### config.mk
export PLATFORM = sky130hd
export DESIGN_NAME = lcr_column_ram_access
export DESIGN_NICKNAME = d
export VERILOG_FILES = /design/src/include/lcr_pkg.sv /design/src/verilog/lcr_column_ram_access.sv
export VERILOG_INCLUDE_DIRS = /design/src /design/src/include
export SDC_FILE = /design/constraint.sdc
export NUM_CORES = 2
export LEC_CHECK = 0
export BUFFER_PORTS_ARGS = -buffer_cell sky130_fd_sc_hd__buf_2
export CORE_ASPECT_RATIO = 0.8
export CORE_MARGIN = 2
export CORE_UTILIZATION = 40
export CTS_CLUSTER_SIZE = 14
export DETAILED_ROUTE_END_ITERATION = 16
export PLACE_DENSITY = 0.58
export SYNTH_ARGS = -nofsm -noshare
export SYNTH_HDL_FRONTEND = slang
export SYNTH_HIERARCHICAL = 1
export SYNTH_SLANG_ARGS = --single-unit
### constraint.sdc
create_clock -name clock_i -period 8.3 [get_ports clock_i]
set_input_delay 0.415 -clock clock_i [delete_from_list [all_inputs] [get_ports clock_i]]
set_output_delay 0.415 -clock clock_i [all_outputs]
set_load 0.005 [all_outputs]
### src/include/lcr_regs.svh
// Constants for the column-RAM access block: opcodes, fields, resets, timing.
// Assumes inclusion by bare name; holds definitions only.
`ifndef LCR_REGS_SVH
`define LCR_REGS_SVH
`define LCR_CONT_BIT 7
`define LCR_OP_XLOAD_BIT 6
`define LCR_OP_MODE 2'b10
`define LCR_OP_DEVSEL 3'b110
`define LCR_OP_BANK 5'b11111
`define LCR_LAST_COL 6'd39
`define LCR_LAST_BANK 2'd3
`define LCR_LAST_SUB 4'hf
`define LCR_ROWS8_LAST 5'd7
`define LCR_ROWS16_LAST 5'd15
`define LCR_ROWS24_LAST 5'd23
`define LCR_ROWS32_LAST 5'd31
`define LCR_RST_X 6'h00
`define LCR_RST_Y 2'h0
`define LCR_RST_SUB 4'h0
`define LCR_RST_BANK 2'h0
`define LCR_RST_MUX 2'h0
`define LCR_ROW_TIME_NS 100000
`define LCR_CLK_PERIOD_NS 100
`endif

### src/include/lcr_pkg.sv
// Types shared by the column-RAM access block.
// Assumes lcr_regs.svh is available on the include path.
package lcr_pkg;
  typedef enum logic [1:0] {
    LCR_ACC_CHAR = 2'b00,
    LCR_ACC_HALF = 2'b01,
    LCR_ACC_FULL = 2'b10
  } lcr_acc_t;
  typedef enum logic [1:0] {
    LCR_DS_BLANK = 2'b00,
    LCR_DS_NORMAL = 2'b01,
    LCR_DS_ALLON = 2'b10,
    LCR_DS_INVERSE = 2'b11
  } lcr_dstat_t;
  typedef enum logic [0:0] {
    LCR_ST_CMD = 1'b0,
    LCR_ST_DATA = 1'b1
  } lcr_state_t;
  typedef struct packed {
    logic first;
    logic [7:0] data;
  } lcr_byte_t;
endpackage

### src/verilog/lcr_column_ram_access.sv
// Command interpreter, display RAM and row scan of a cascadable LCD column driver,
// with its input byte FIFO. Assumes a bus front end on the same clock that delivers
// each written byte with a flag marking the first byte after the slave address.
`timescale 1ns/1ns
`default_nettype none
`include "lcr_regs.svh"

module lcr_fifo #(
  parameter int WIDTH = 9,
  parameter int DEPTH = 8
) (
  // Clock and reset
  input wire logic clock_i,
  input wire logic rst_n_i,
  // Fill side
  input wire logic in_valid_i,
  input wire logic [WIDTH-1:0] in_data_i,
  output logic in_ready_o,
  // Drain side
  output logic out_valid_o,
  output logic [WIDTH-1:0] out_data_o,
  input wire logic out_ready_i
);
  localparam int AW = $clog2(DEPTH);
  localparam logic [AW:0] FULL_CNT = (AW+1)'(DEPTH);
  logic [WIDTH-1:0] mem [0:DEPTH-1];
  logic [AW-1:0] wp_r, rp_r;
  logic [AW:0] cnt_r, cnt_nxt;
  logic full_r, empty_r;
  wire push = in_valid_i && !full_r;
  wire pop = out_ready_i && !empty_r;
  assign cnt_nxt = (push && !pop) ? cnt_r + 1'b1 : ((pop && !push) ? cnt_r - 1'b1 : cnt_r);
  assign in_ready_o = !full_r;
  assign out_valid_o = !empty_r;
  assign out_data_o = mem[rp_r];
  always_ff @(posedge clock_i) begin
    if (push) begin
      mem[wp_r] <= in_data_i;
    end
  end
  always_ff @(posedge clock_i or negedge rst_n_i) begin
    if (!rst_n_i) begin
      wp_r <= '0;
      rp_r <= '0;
      cnt_r <= '0;
      full_r <= 1'b0;
      empty_r <= 1'b1;
    end else begin
      wp_r <= push ? ((wp_r == AW'(DEPTH-1)) ? '0 : wp_r + 1'b1) : wp_r;
      rp_r <= pop ? ((rp_r == AW'(DEPTH-1)) ? '0 : rp_r + 1'b1) : rp_r;
      cnt_r <= cnt_nxt;
      full_r <= (cnt_nxt == FULL_CNT);
      empty_r <= (cnt_nxt == '0);
    end
  end
endmodule

// Notes on behaviour
// - Three access modes (character, half-graphic, full-graphic) chosen by the mode field set the byte order.
// - Each data byte after the first goes to the next location given by the access mode.
// - Running past the last column of one device advances the subaddress counter to the next device.
// - Past subaddress 15 the subaddress counter wraps to 0.
// - Rows of RAM are shifted to the column outputs continuously without host help.
// - The number of rows scanned per frame follows the two-bit multiplex field.
// - The display status field gives blank, normal, all-on or inverse output.
// - The start bank field picks the bank shown at the top row, for scrolling.
// - A command with top bit 0 is the last one; the next byte is display data.
// - Mode code 00 is character, 01 half-graphic, 10 full-graphic; 11 is the start-bank opcode.
// - The column pointer loads 0 to 63 but writes only at 0 to 39, and the row bank is one of four rows.
module lcr_column_ram_access
  import lcr_pkg::*;
#(
  parameter int NCOL = 40,
  parameter int FIFO_DEPTH = 8,
  parameter logic [3:0] LAST_SUB = `LCR_LAST_SUB
) (
  // Clock and reset
  input wire logic clock_i,
  input wire logic rst_n_i,
  // Written bytes from the bus front end
  input wire logic rx_valid_i,
  input wire logic [7:0] rx_byte_i,
  input wire logic rx_first_i,
  output logic rx_ready_o,
  // Hardware subaddress pins
  input wire logic [3:0] hw_subaddr_i,
  // Display outputs
  output logic [NCOL-1:0] col_o,
  output logic [4:0] row_o,
  output logic frame_sync_o,
  output logic [1:0] disp_status_o,
  output logic [1:0] mux_sel_o
);
  localparam int ROW_CYC_I = `LCR_ROW_TIME_NS / `LCR_CLK_PERIOD_NS;
  localparam logic [15:0] ROW_CYC = 16'(ROW_CYC_I < 1 ? 1 : ROW_CYC_I);
  logic [7:0] mem [0:3][0:NCOL-1];
  lcr_state_t state_r;
  lcr_acc_t acc_r;
  lcr_dstat_t dstat_r;
  logic [5:0] x_r;
  logic [1:0] y_r, bank_r, mux_r;
  logic [3:0] sub_r, own_sub_r, sub_s1_r, sub_s2_r, sub_s3_r;
  logic [15:0] div_r;
  logic [4:0] row_r;
  logic fifo_in_ready, fifo_out_valid;
  lcr_byte_t fifo_in, fifo_out;
  // Scan tick steals the drain cycle so the RAM sees one user per cycle
  wire tick = (div_r == ROW_CYC - 16'd1);
  wire pop = fifo_out_valid && !tick;
  wire [7:0] b = fifo_out.data;
  wire is_cmd = fifo_out.first || (state_r == LCR_ST_CMD);
  wire pop_cmd = pop && is_cmd;
  wire pop_data = pop && !is_cmd;
  wire op_x = !b[`LCR_OP_XLOAD_BIT];
  wire op_mode = b[6:5] == `LCR_OP_MODE;
  wire op_dev = b[6:4] == `LCR_OP_DEVSEL;
  wire op_bank = b[6:2] == `LCR_OP_BANK;
  wire op_acc = !op_x && !op_mode && !op_dev && !op_bank;
  assign fifo_in = '{first: rx_first_i, data: rx_byte_i};
  lcr_fifo #(.WIDTH($bits(lcr_byte_t)), .DEPTH(FIFO_DEPTH)) lcr_fifo_i (
    .clock_i(clock_i),
    .rst_n_i(rst_n_i),
    .in_valid_i(rx_valid_i),
    .in_data_i(fifo_in),
    .in_ready_o(fifo_in_ready),
    .out_valid_o(fifo_out_valid),
    .out_data_o(fifo_out),
    .out_ready_i(pop)
  );
  // Auto-increment per access mode
  wire x_step = (acc_r == LCR_ACC_CHAR) ||
                (acc_r == LCR_ACC_HALF && y_r[0]) ||
                (acc_r == LCR_ACC_FULL && y_r == `LCR_LAST_BANK);
  wire [1:0] y_adv = (acc_r == LCR_ACC_HALF) ? {y_r[1], ~y_r[0]} :
                     (acc_r == LCR_ACC_FULL) ? y_r + 2'd1 : y_r;
  wire col_end = x_step && (x_r >= `LCR_LAST_COL);
  wire [5:0] x_adv = !x_step ? x_r : (col_end ? `LCR_RST_X : x_r + 6'd1);
  wire [3:0] sub_adv = !col_end ? sub_r :
                       ((sub_r == LAST_SUB) ? `LCR_RST_SUB : sub_r + 4'd1);
  wire wr_en = pop_data && (sub_r == own_sub_r) && (x_r <= `LCR_LAST_COL);

  always_ff @(posedge clock_i) begin
    if (wr_en) begin
      mem[y_r][x_r] <= b;
    end
  end

  always_ff @(posedge clock_i or negedge rst_n_i) begin
    if (!rst_n_i) begin
      state_r <= LCR_ST_CMD;
    end else if (pop_cmd) begin
      state_r <= b[`LCR_CONT_BIT] ? LCR_ST_CMD : LCR_ST_DATA;
    end
  end

  always_ff @(posedge clock_i or negedge rst_n_i) begin
    if (!rst_n_i) begin
      dstat_r <= LCR_DS_BLANK;
      mux_r <= `LCR_RST_MUX;
      bank_r <= `LCR_RST_BANK;
      acc_r <= LCR_ACC_CHAR;
    end else if (pop_cmd) begin
      if (op_mode) begin
        dstat_r <= lcr_dstat_t'(b[3:2]);
        mux_r <= b[1:0];
      end
      if (op_bank) begin
        bank_r <= b[1:0];
      end
      if (op_acc) begin
        acc_r <= lcr_acc_t'(b[3:2]);
      end
    end
  end

  always_ff @(posedge clock_i or negedge rst_n_i) begin
    if (!rst_n_i) begin
      x_r <= `LCR_RST_X;
      y_r <= `LCR_RST_Y;
      sub_r <= `LCR_RST_SUB;
    end else if (pop_cmd) begin
      x_r <= op_x ? b[5:0] : x_r;
      y_r <= op_acc ? b[1:0] : y_r;
      sub_r <= op_dev ? b[3:0] : sub_r;
    end else if (pop_data) begin
      x_r <= x_adv;
      y_r <= y_adv;
      sub_r <= sub_adv;
    end
  end

  // Pin synchroniser; a new value counts once stages two and three agree
  always_ff @(posedge clock_i or negedge rst_n_i) begin
    if (!rst_n_i) begin
      sub_s1_r <= '0;
      sub_s2_r <= '0;
      sub_s3_r <= '0;
      own_sub_r <= '0;
    end else begin
      sub_s1_r <= hw_subaddr_i;
      sub_s2_r <= sub_s1_r;
      sub_s3_r <= sub_s2_r;
      own_sub_r <= (sub_s2_r == sub_s3_r) ? sub_s3_r : own_sub_r;
    end
  end

  // Row scan
  wire [4:0] row_last = (mux_r == 2'b01) ? `LCR_ROWS8_LAST :
                        (mux_r == 2'b10) ? `LCR_ROWS16_LAST :
                        (mux_r == 2'b11) ? `LCR_ROWS24_LAST : `LCR_ROWS32_LAST;
  wire row_wrap = (row_r >= row_last);
  wire [1:0] scan_bank = bank_r + row_r[4:3];
  wire [2:0] scan_bit = row_r[2:0];
  logic [NCOL-1:0] col_nxt;

  genvar c;
  generate
    for (c = 0; c < NCOL; c++) begin : g_col
      wire dot = mem[scan_bank][c][scan_bit];
      assign col_nxt[c] = (dstat_r == LCR_DS_NORMAL) ? dot :
                          (dstat_r == LCR_DS_ALLON) ? 1'b1 :
                          (dstat_r == LCR_DS_INVERSE) ? ~dot : 1'b0;
    end
  endgenerate

  always_ff @(posedge clock_i or negedge rst_n_i) begin
    if (!rst_n_i) begin
      div_r <= '0;
      row_r <= '0;
      col_o <= '0;
      row_o <= '0;
      frame_sync_o <= 1'b0;
    end else begin
      div_r <= tick ? '0 : div_r + 16'd1;
      frame_sync_o <= tick && row_wrap;
      if (tick) begin
        row_r <= row_wrap ? 5'd0 : row_r + 5'd1;
        col_o <= col_nxt;
        row_o <= row_r;
      end
    end
  end

  always_ff @(posedge clock_i or negedge rst_n_i) begin
    if (!rst_n_i) begin
      rx_ready_o <= 1'b0;
      disp_status_o <= LCR_DS_BLANK;
      mux_sel_o <= `LCR_RST_MUX;
    end else begin
      rx_ready_o <= fifo_in_ready && !(rx_valid_i && fifo_in_ready);
      disp_status_o <= dstat_r;
      mux_sel_o <= mux_r;
    end
  end
endmodule
`default_nettype wire

### Word level (Yosys, flattened, before mapping)

Memories as Yosys holds them, arrays and structs flattened.
Cells that the tools add are included.

| operators by class | value |
|---|---|
| $add $sub $neg | 10 |
| $lt $le $gt $ge | 6 |
| equal/unequal tests | 23 |
| multiplexer cells | 231 |
| bitwise operators | 43 |
| reductions and logical operators | 44 |

Operator list:

| kind | count |
|---|---|
| 320-bit two-way mux | 1 |
| 1-bit two-way mux | 164 |
| 1-bit binary-select mux with 3-bit select | 40 |
| 8-bit demux with 6-bit select | 1 |
| 1-bit inverter | 42 |
| 4-bit two-way mux | 8 |
| 6-bit two-way mux | 5 |
| 1-bit logical AND | 18 |
| 16-bit by 1-bit adder with 16-bit output, second input constant | 1 |
| 16-bit by 10-bit == test with 1-bit output, second input constant | 1 |
| 16-bit two-way mux | 1 |
| 5-bit two-way mux | 3 |
| 2-bit == test, second input constant | 7 |
| 2-bit two-way mux | 5 |
| 3-bit == test, second input constant | 3 |
| 1-bit logical NOT | 9 |
| 3-bit AND reduction | 3 |
| 4-bit by 1-bit adder with 4-bit output, second input constant | 2 |
| 4-bit == test | 2 |
| 4-bit == test, second input constant | 2 |
| 8-bit two-way mux | 1 |
| 2-bit nonzero test | 4 |
| 7-bit >= comparator, second input constant | 1 |
| 7-bit by 1-bit less-than comparator with 1-bit output, second input constant | 1 |
| 22 further kinds | 32 |

| word-level totals | value |
|---|---|
| flip-flop bits (word level) | 121 |
| memory bits (writable) | 1,352 |
| input port bits | 16 |
| output and inout bits | 51 |
| logic and storage cells | 385 |
| memories | 2 |

Memories:

| memory | words | width | rd ports | clocked after memory_dff | write ports | RTL line | text |
|---|---|---|---|---|---|---|---|
| mem | 4 | 320 | 1 | 0 | 1 | lcr_column_ram_access.sv:96 | `logic [7:0] mem [0:3][0:NCOL-1];` |
| lcr_fifo_i.mem | 8 | 9 | 1 | 0 | 1 | lcr_column_ram_access.sv:26 | `logic [WIDTH-1:0] mem [0:DEPTH-1];` |

### Depth between registers and ports, before layout

| depth | value |
|---|---|
| word-level depth | 9 |
| depth in mapped cells | 12 |
| gate-level depth less buffers | 11 |

### Hierarchy

Netlist, hierarchy kept.

By module, submodules not included:

| module | times used | cells an instance | area each (um^2) | sequential area each (um^2) |
|---|---|---|---|---|
| lcr_column_ram_access | 1 | 3,889 | 56,206.4 | 41,164.5 |
| lcr_fifo | 1 | 191 | 3,452.1 | 2,463.6 |

### Least setup slack after synthesis

Ideal clock, no wire load.

| path | value |
|---|---|
| path kind | register -> register |
| from | register lcr_fifo_i.rp_r[1] |
| to | memory mem[0][100] in the netlist's numbering (enable) |
| library setup time | 370 ps |
| data arrival time | 3,084 ps |
| slack | 4,845 ps |
| stages on the path, launching flop included | 12 |
| clock period less this slack | 3,455 ps |
| cells stage by stage | dfrtp_1 buf_2 clkbuf_1 mux4_2 mux2_2 nand2b_1 clkbuf_1 nor4_1 and3b_1 nand3_1 buf_2 nor2_1 |

RTL lines:

| what | RTL line | text |
|---|---|---|
| start, declared | lcr_column_ram_access.sv:27 | `logic [AW-1:0] wp_r, rp_r;` |
| start signal, assigned | lcr_column_ram_access.sv:50 | `rp_r <= pop ? ((rp_r == AW'(DEPTH-1)) ? '0 : rp_r + 1'b1) : rp_r;` |
| end, declared | lcr_column_ram_access.sv:96 |  |

### Worst setup path in the final report

| path | value |
|---|---|
| from | register bank_r[1] |
| to | register col_o[4] |

| between the ends | value |
|---|---|
| cells in the longest elaborated chain, start to end | 8 |

Ends and longest elaborated chain:

| what | RTL line | text |
|---|---|---|
| start, declared | lcr_column_ram_access.sv:101 | `logic [1:0] y_r, bank_r, mux_r;` |
| start signal, assigned | lcr_column_ram_access.sv:160 | `` bank_r <= `LCR_RST_BANK; `` |
| start signal, assigned | lcr_column_ram_access.sv:168 | `bank_r <= b[1:0];` |
| 2-bit adder (*) | lcr_column_ram_access.sv:212 | `wire [1:0] scan_bank = bank_r + row_r[4:3];` |
| memory 4 x 320 bit (*) | n/a |  |
| 1-bit binary-select mux with 3-bit select (*) | lcr_column_ram_access.sv:219 | `wire dot = mem[scan_bank][c][scan_bit];` |
| 1-bit two-way mux (not written as such) (*) | lcr_column_ram_access.sv:219 |  |
| 1-bit inverter | lcr_column_ram_access.sv:222 | `(dstat_r == LCR_DS_INVERSE) ? ~dot : 1'b0;` |
| 1-bit two-way mux | lcr_column_ram_access.sv:222 |  |
| 1-bit two-way mux | lcr_column_ram_access.sv:221 | `(dstat_r == LCR_DS_ALLON) ? 1'b1 :` |
| 1-bit two-way mux (*) | lcr_column_ram_access.sv:220 | `assign col_nxt[c] = (dstat_r == LCR_DS_NORMAL) ? dot :` |
| end signal, assigned | lcr_column_ram_access.sv:238 | `col_o <= col_nxt;` |
| end, declared | lcr_column_ram_access.sv:88 | `output logic [NCOL-1:0] col_o,` |

Mark *: on every way between the ends. The rest lies on a longest branch, timed or not. The select of a mux whose other input is x is not followed.
A chain may end at the register's enable or synchronous reset.

==> results.md <==
* Via total after detailed routing at 36,710
* Sw Pwr at ~7.6 mW
* Setup TNS at 0 ns
* CTS H-tree lvls at 4
* Part of the cycle the worst path needs at approximately 54%
* Synth Instances at 4,080
* Die area at around 150,000 sq um
* Clock buffer count from CTS at between 100 and 150
* Yosys warnings at 6
* Post-synth top area cell: edfxtp_1
* Initial antenna violation count at 10
* Maximum VDD drop at 0.3711 mV
* Drt wl/cell at 28.44 microns
* Slew of the pin with the lowest slew margin at about 1.3 ns
* Final Hold Viols at 0
* Core ar. at 147,900 sq um
* Initial Util at approximately two fifths
* Final core utilization at 45.17%
* Die Wd at 435.8 microns
* Synth cell count leaders: 1,352 x edfxtp_1, 721 x nand2_1, 326 x a21oi_1, 239 x nor2_1, 176 x clkbuf_1
* Post-route ant nets at 0
* Switch share at 33.74%
* HPWL Detailed at 94,330 microns
* Final Power at 22.56 mW
* Finished Cell Area at 66,790 sq um
* DR pass1 iterations at 6
* Dpl cell area at 62,120 sq um
* Cell area after synthesis at about 60,000 sq um
* Largest net degree at the start of global routing at approximately 150
* WP data arrival at 5.13 ns
* CP required at 8.96 ns
* Worst-skew pair later-pin latency at about 0.8 ns
* Grt ovf at 0
* Register bit total from synthesis at 1,473
* RSZ-0062 raised after global routing: no
* Post-CTS resize count at 0
* Global Route Usage Sum at between 20% and 30%
* Pwr Density at 337.8 nW/um^2
* Avg Cell Area, Syn at 14.62 sq um
* DIE HEIGHT at ~350 microns
* Power Internal at 14.95 mW
* Number of buffer cells added on primary ports at 66
* Critical path type: flop to flop
* Gate power share at a little over a quarter
* Gpl congestion at 0.8016
* Reg2reg setup slack at 3.83 ns
* Final WL at 176,700 microns
* CTS Buffer Depth at 3
* CP Capture Type: flop
* CTS tree: done
* FMAX at 0.2237 GHz
* Syn Nets at 4,115
* Largest cells by area after synthesis: edfxtp_1 68%, dfrtp_1 5.0%, nand2_1 4.5%
* Most common cell in the netlist: edfxtp_1
* Sequential share of the synthesized area at 73.13%
* Max-slew headroom at 14.18%
* Drt initial violations at 4,751
* EDFF count, synth at about 1,400
* Post-CTS Setup Bufs at 0
* Nets at 4,138
* Max_cap viols at 0
* Number of global-route vias before repair at 35,860
* Via density at 5.910
* Crit path max fanout at 74
* Max Slew Vio Count at 0
* Clock skew at 0.03602 ns
* Static leakage at 22.09 nW
* Wire length of the first global-routing pass at about 250,000 microns
* Post-cts hold buffer count at 15
* Clock power frac at between 20% and 30%
* Root buf cell: clkbuf_16
* # DRC at 0
* Fraction of layout cells with a size suffix above 1 at 11.99%
* Startpoint types: flop
* Run status: finished, final reports clean
* CTS clock-pin slew for the worst setup and hold paths at 0.06 ns
* Boundary Pins at 67
* Final setup viols at 0
* Top cell type's share of synthesized area at about two thirds
* Fin crit period at 4.471 ns
* FFs w/ async S/R, synth at 8.215%
* Cell variety after synth at between 70 and 80
* Synth-to-Final Area Change at 11.96%
* Main flop type after synthesis: edfxtp_1
* HP Class: input port to flop
* Cell row count at between 100 and 150
* Clock sink total at 1,473
* Sequential group share of total power at 45.5%
==> logic make-up (layout without fill, tap and decap cells) <==
family | after synthesis | after routing | synth area share (%)
multiplexers | 290 | 290 | 7.120
other | 0 | 8 | 0
AND/OR/NAND/NOR | 1336 | 1336 | 10.01
buffers and inverters | 279 | 419 | 1.955
flip-flops | 1473 | 1473 | 73.13
adder cells (fa/ha/maj) | 19 | 19 | 0.3985
AO/OA/AOI/OAI | 653 | 653 | 6.881
XOR/XNOR | 30 | 30 | 0.5013
==> area by class of cell <==
type                       count  area, sq um
antenna                        8        20.02
clock buffer                 188         3889
clock inverter                74        609.3
fill                       13140        81090
inverter                      16        60.06
multi-input combinational   2328        15110
sequential                  1473        43640
tap                         1984         2482
timing repair buffer         141        987.2
==> routing by layer <==
layer | track usage [%] | wire length, microns
met5 | 0 | 27
met4 | 6.935 | 4358
met2 | 34.16 | 77660
met1 | 33.82 | 77070
met3 | 5.051 | 17540
==> registers in the layout (all words and copies together) (netlist names), 4 cells and up <==
register and flops:
col_o 40, div_r 16, x_r 6, sub_s2_r 4, sub_s1_r 4, row_r 5
sub_r 4, mem 1280, own_sub_r 4, lcr_fifo_i/cnt_r 4, row_o 5, sub_s3_r 4
lcr_fifo_i/mem 72
==> worst max-delay path, cell delays in order (launching register included) <==
cell and delay (ns):
dfrtp_4 0.71, xor3_4 1.16, buf_4 0.56, buf_4 0.75, mux2i_1 0.27, nor3_1 0.07, nor4_1 0.31, nand4_1 0.15
mux2i_1 0.20, nand2_1 0.07
==> power by group through the flow <==
stage / Sequential [mW] / Combinational [mW] / Clock (mW)
finish: 10.3 / 5.94 / 6.35
CTS: 10.3 / 5.88 / 6.43
global route: 10.3 / 6.33 / 6.72
detailed placement: 10.4 / 5.86 / 0
floorplan: 10.3 / 3.45 / 0
global placement: 10.4 / 5.81 / 0
==> layout by cell type (no fill, tap or decap), drive strengths merged, types with 9 or more instances in the layout <==
cell and count:
o22ai 67, dlygate4sd3 15, o21ai 45, clkinv 60
nand3 51, nor3 22, nand2 721, xor2 14
edfxtp 1352, a221oi 29, ha 19, and2 39
or4 33, nor2b 18, a211oi 33, nor2 239
clkbuf 188, mux2i 154, a221o 10, dfrtp 120
nand4 37, xnor2 14, mux2 32, o2111ai 9
nor4 68, mux4 104, a21oi 326, o221ai 79
a32oi 9, and3 9, nand2b 76, buf 126
inv 22
==> metrics by stage <==
step | worst slack, ns | cells | hold WS (ns)
after floorplan | 4.845 | 4080 | 0.1194
after global placement | 3.854 | 5927 | 0.3359
after detailed placement | 3.895 | 5927 | 0.3347
after CTS | 3.846 | 6204 | 0.2385
after global routing | 3.494 | 6204 | 0.2720
final | 3.829 | 6212 | 0.2880
==> path summary, 6_finish.rpt <==
| check | from | endpoint | depth (start not counted) |
|---|---|---|---|
| worst max-delay path | bank_r[1] | col_o[4] | 9 |
| worst min-delay path | hw_subaddr_i[2] | sub_s1_r[2] | 2 |
| worst max register to register | bank_r[1] | col_o[4] | 9 |
| worst min register to register | sub_s1_r[0] | sub_s2_r[0] | 0 |
| max in group asynchronous | rst_n_i | row_r[0] | 3 |
| min in group asynchronous | rst_n_i | col_o[11] | 2 |
(Power assumes the default switching activity.)
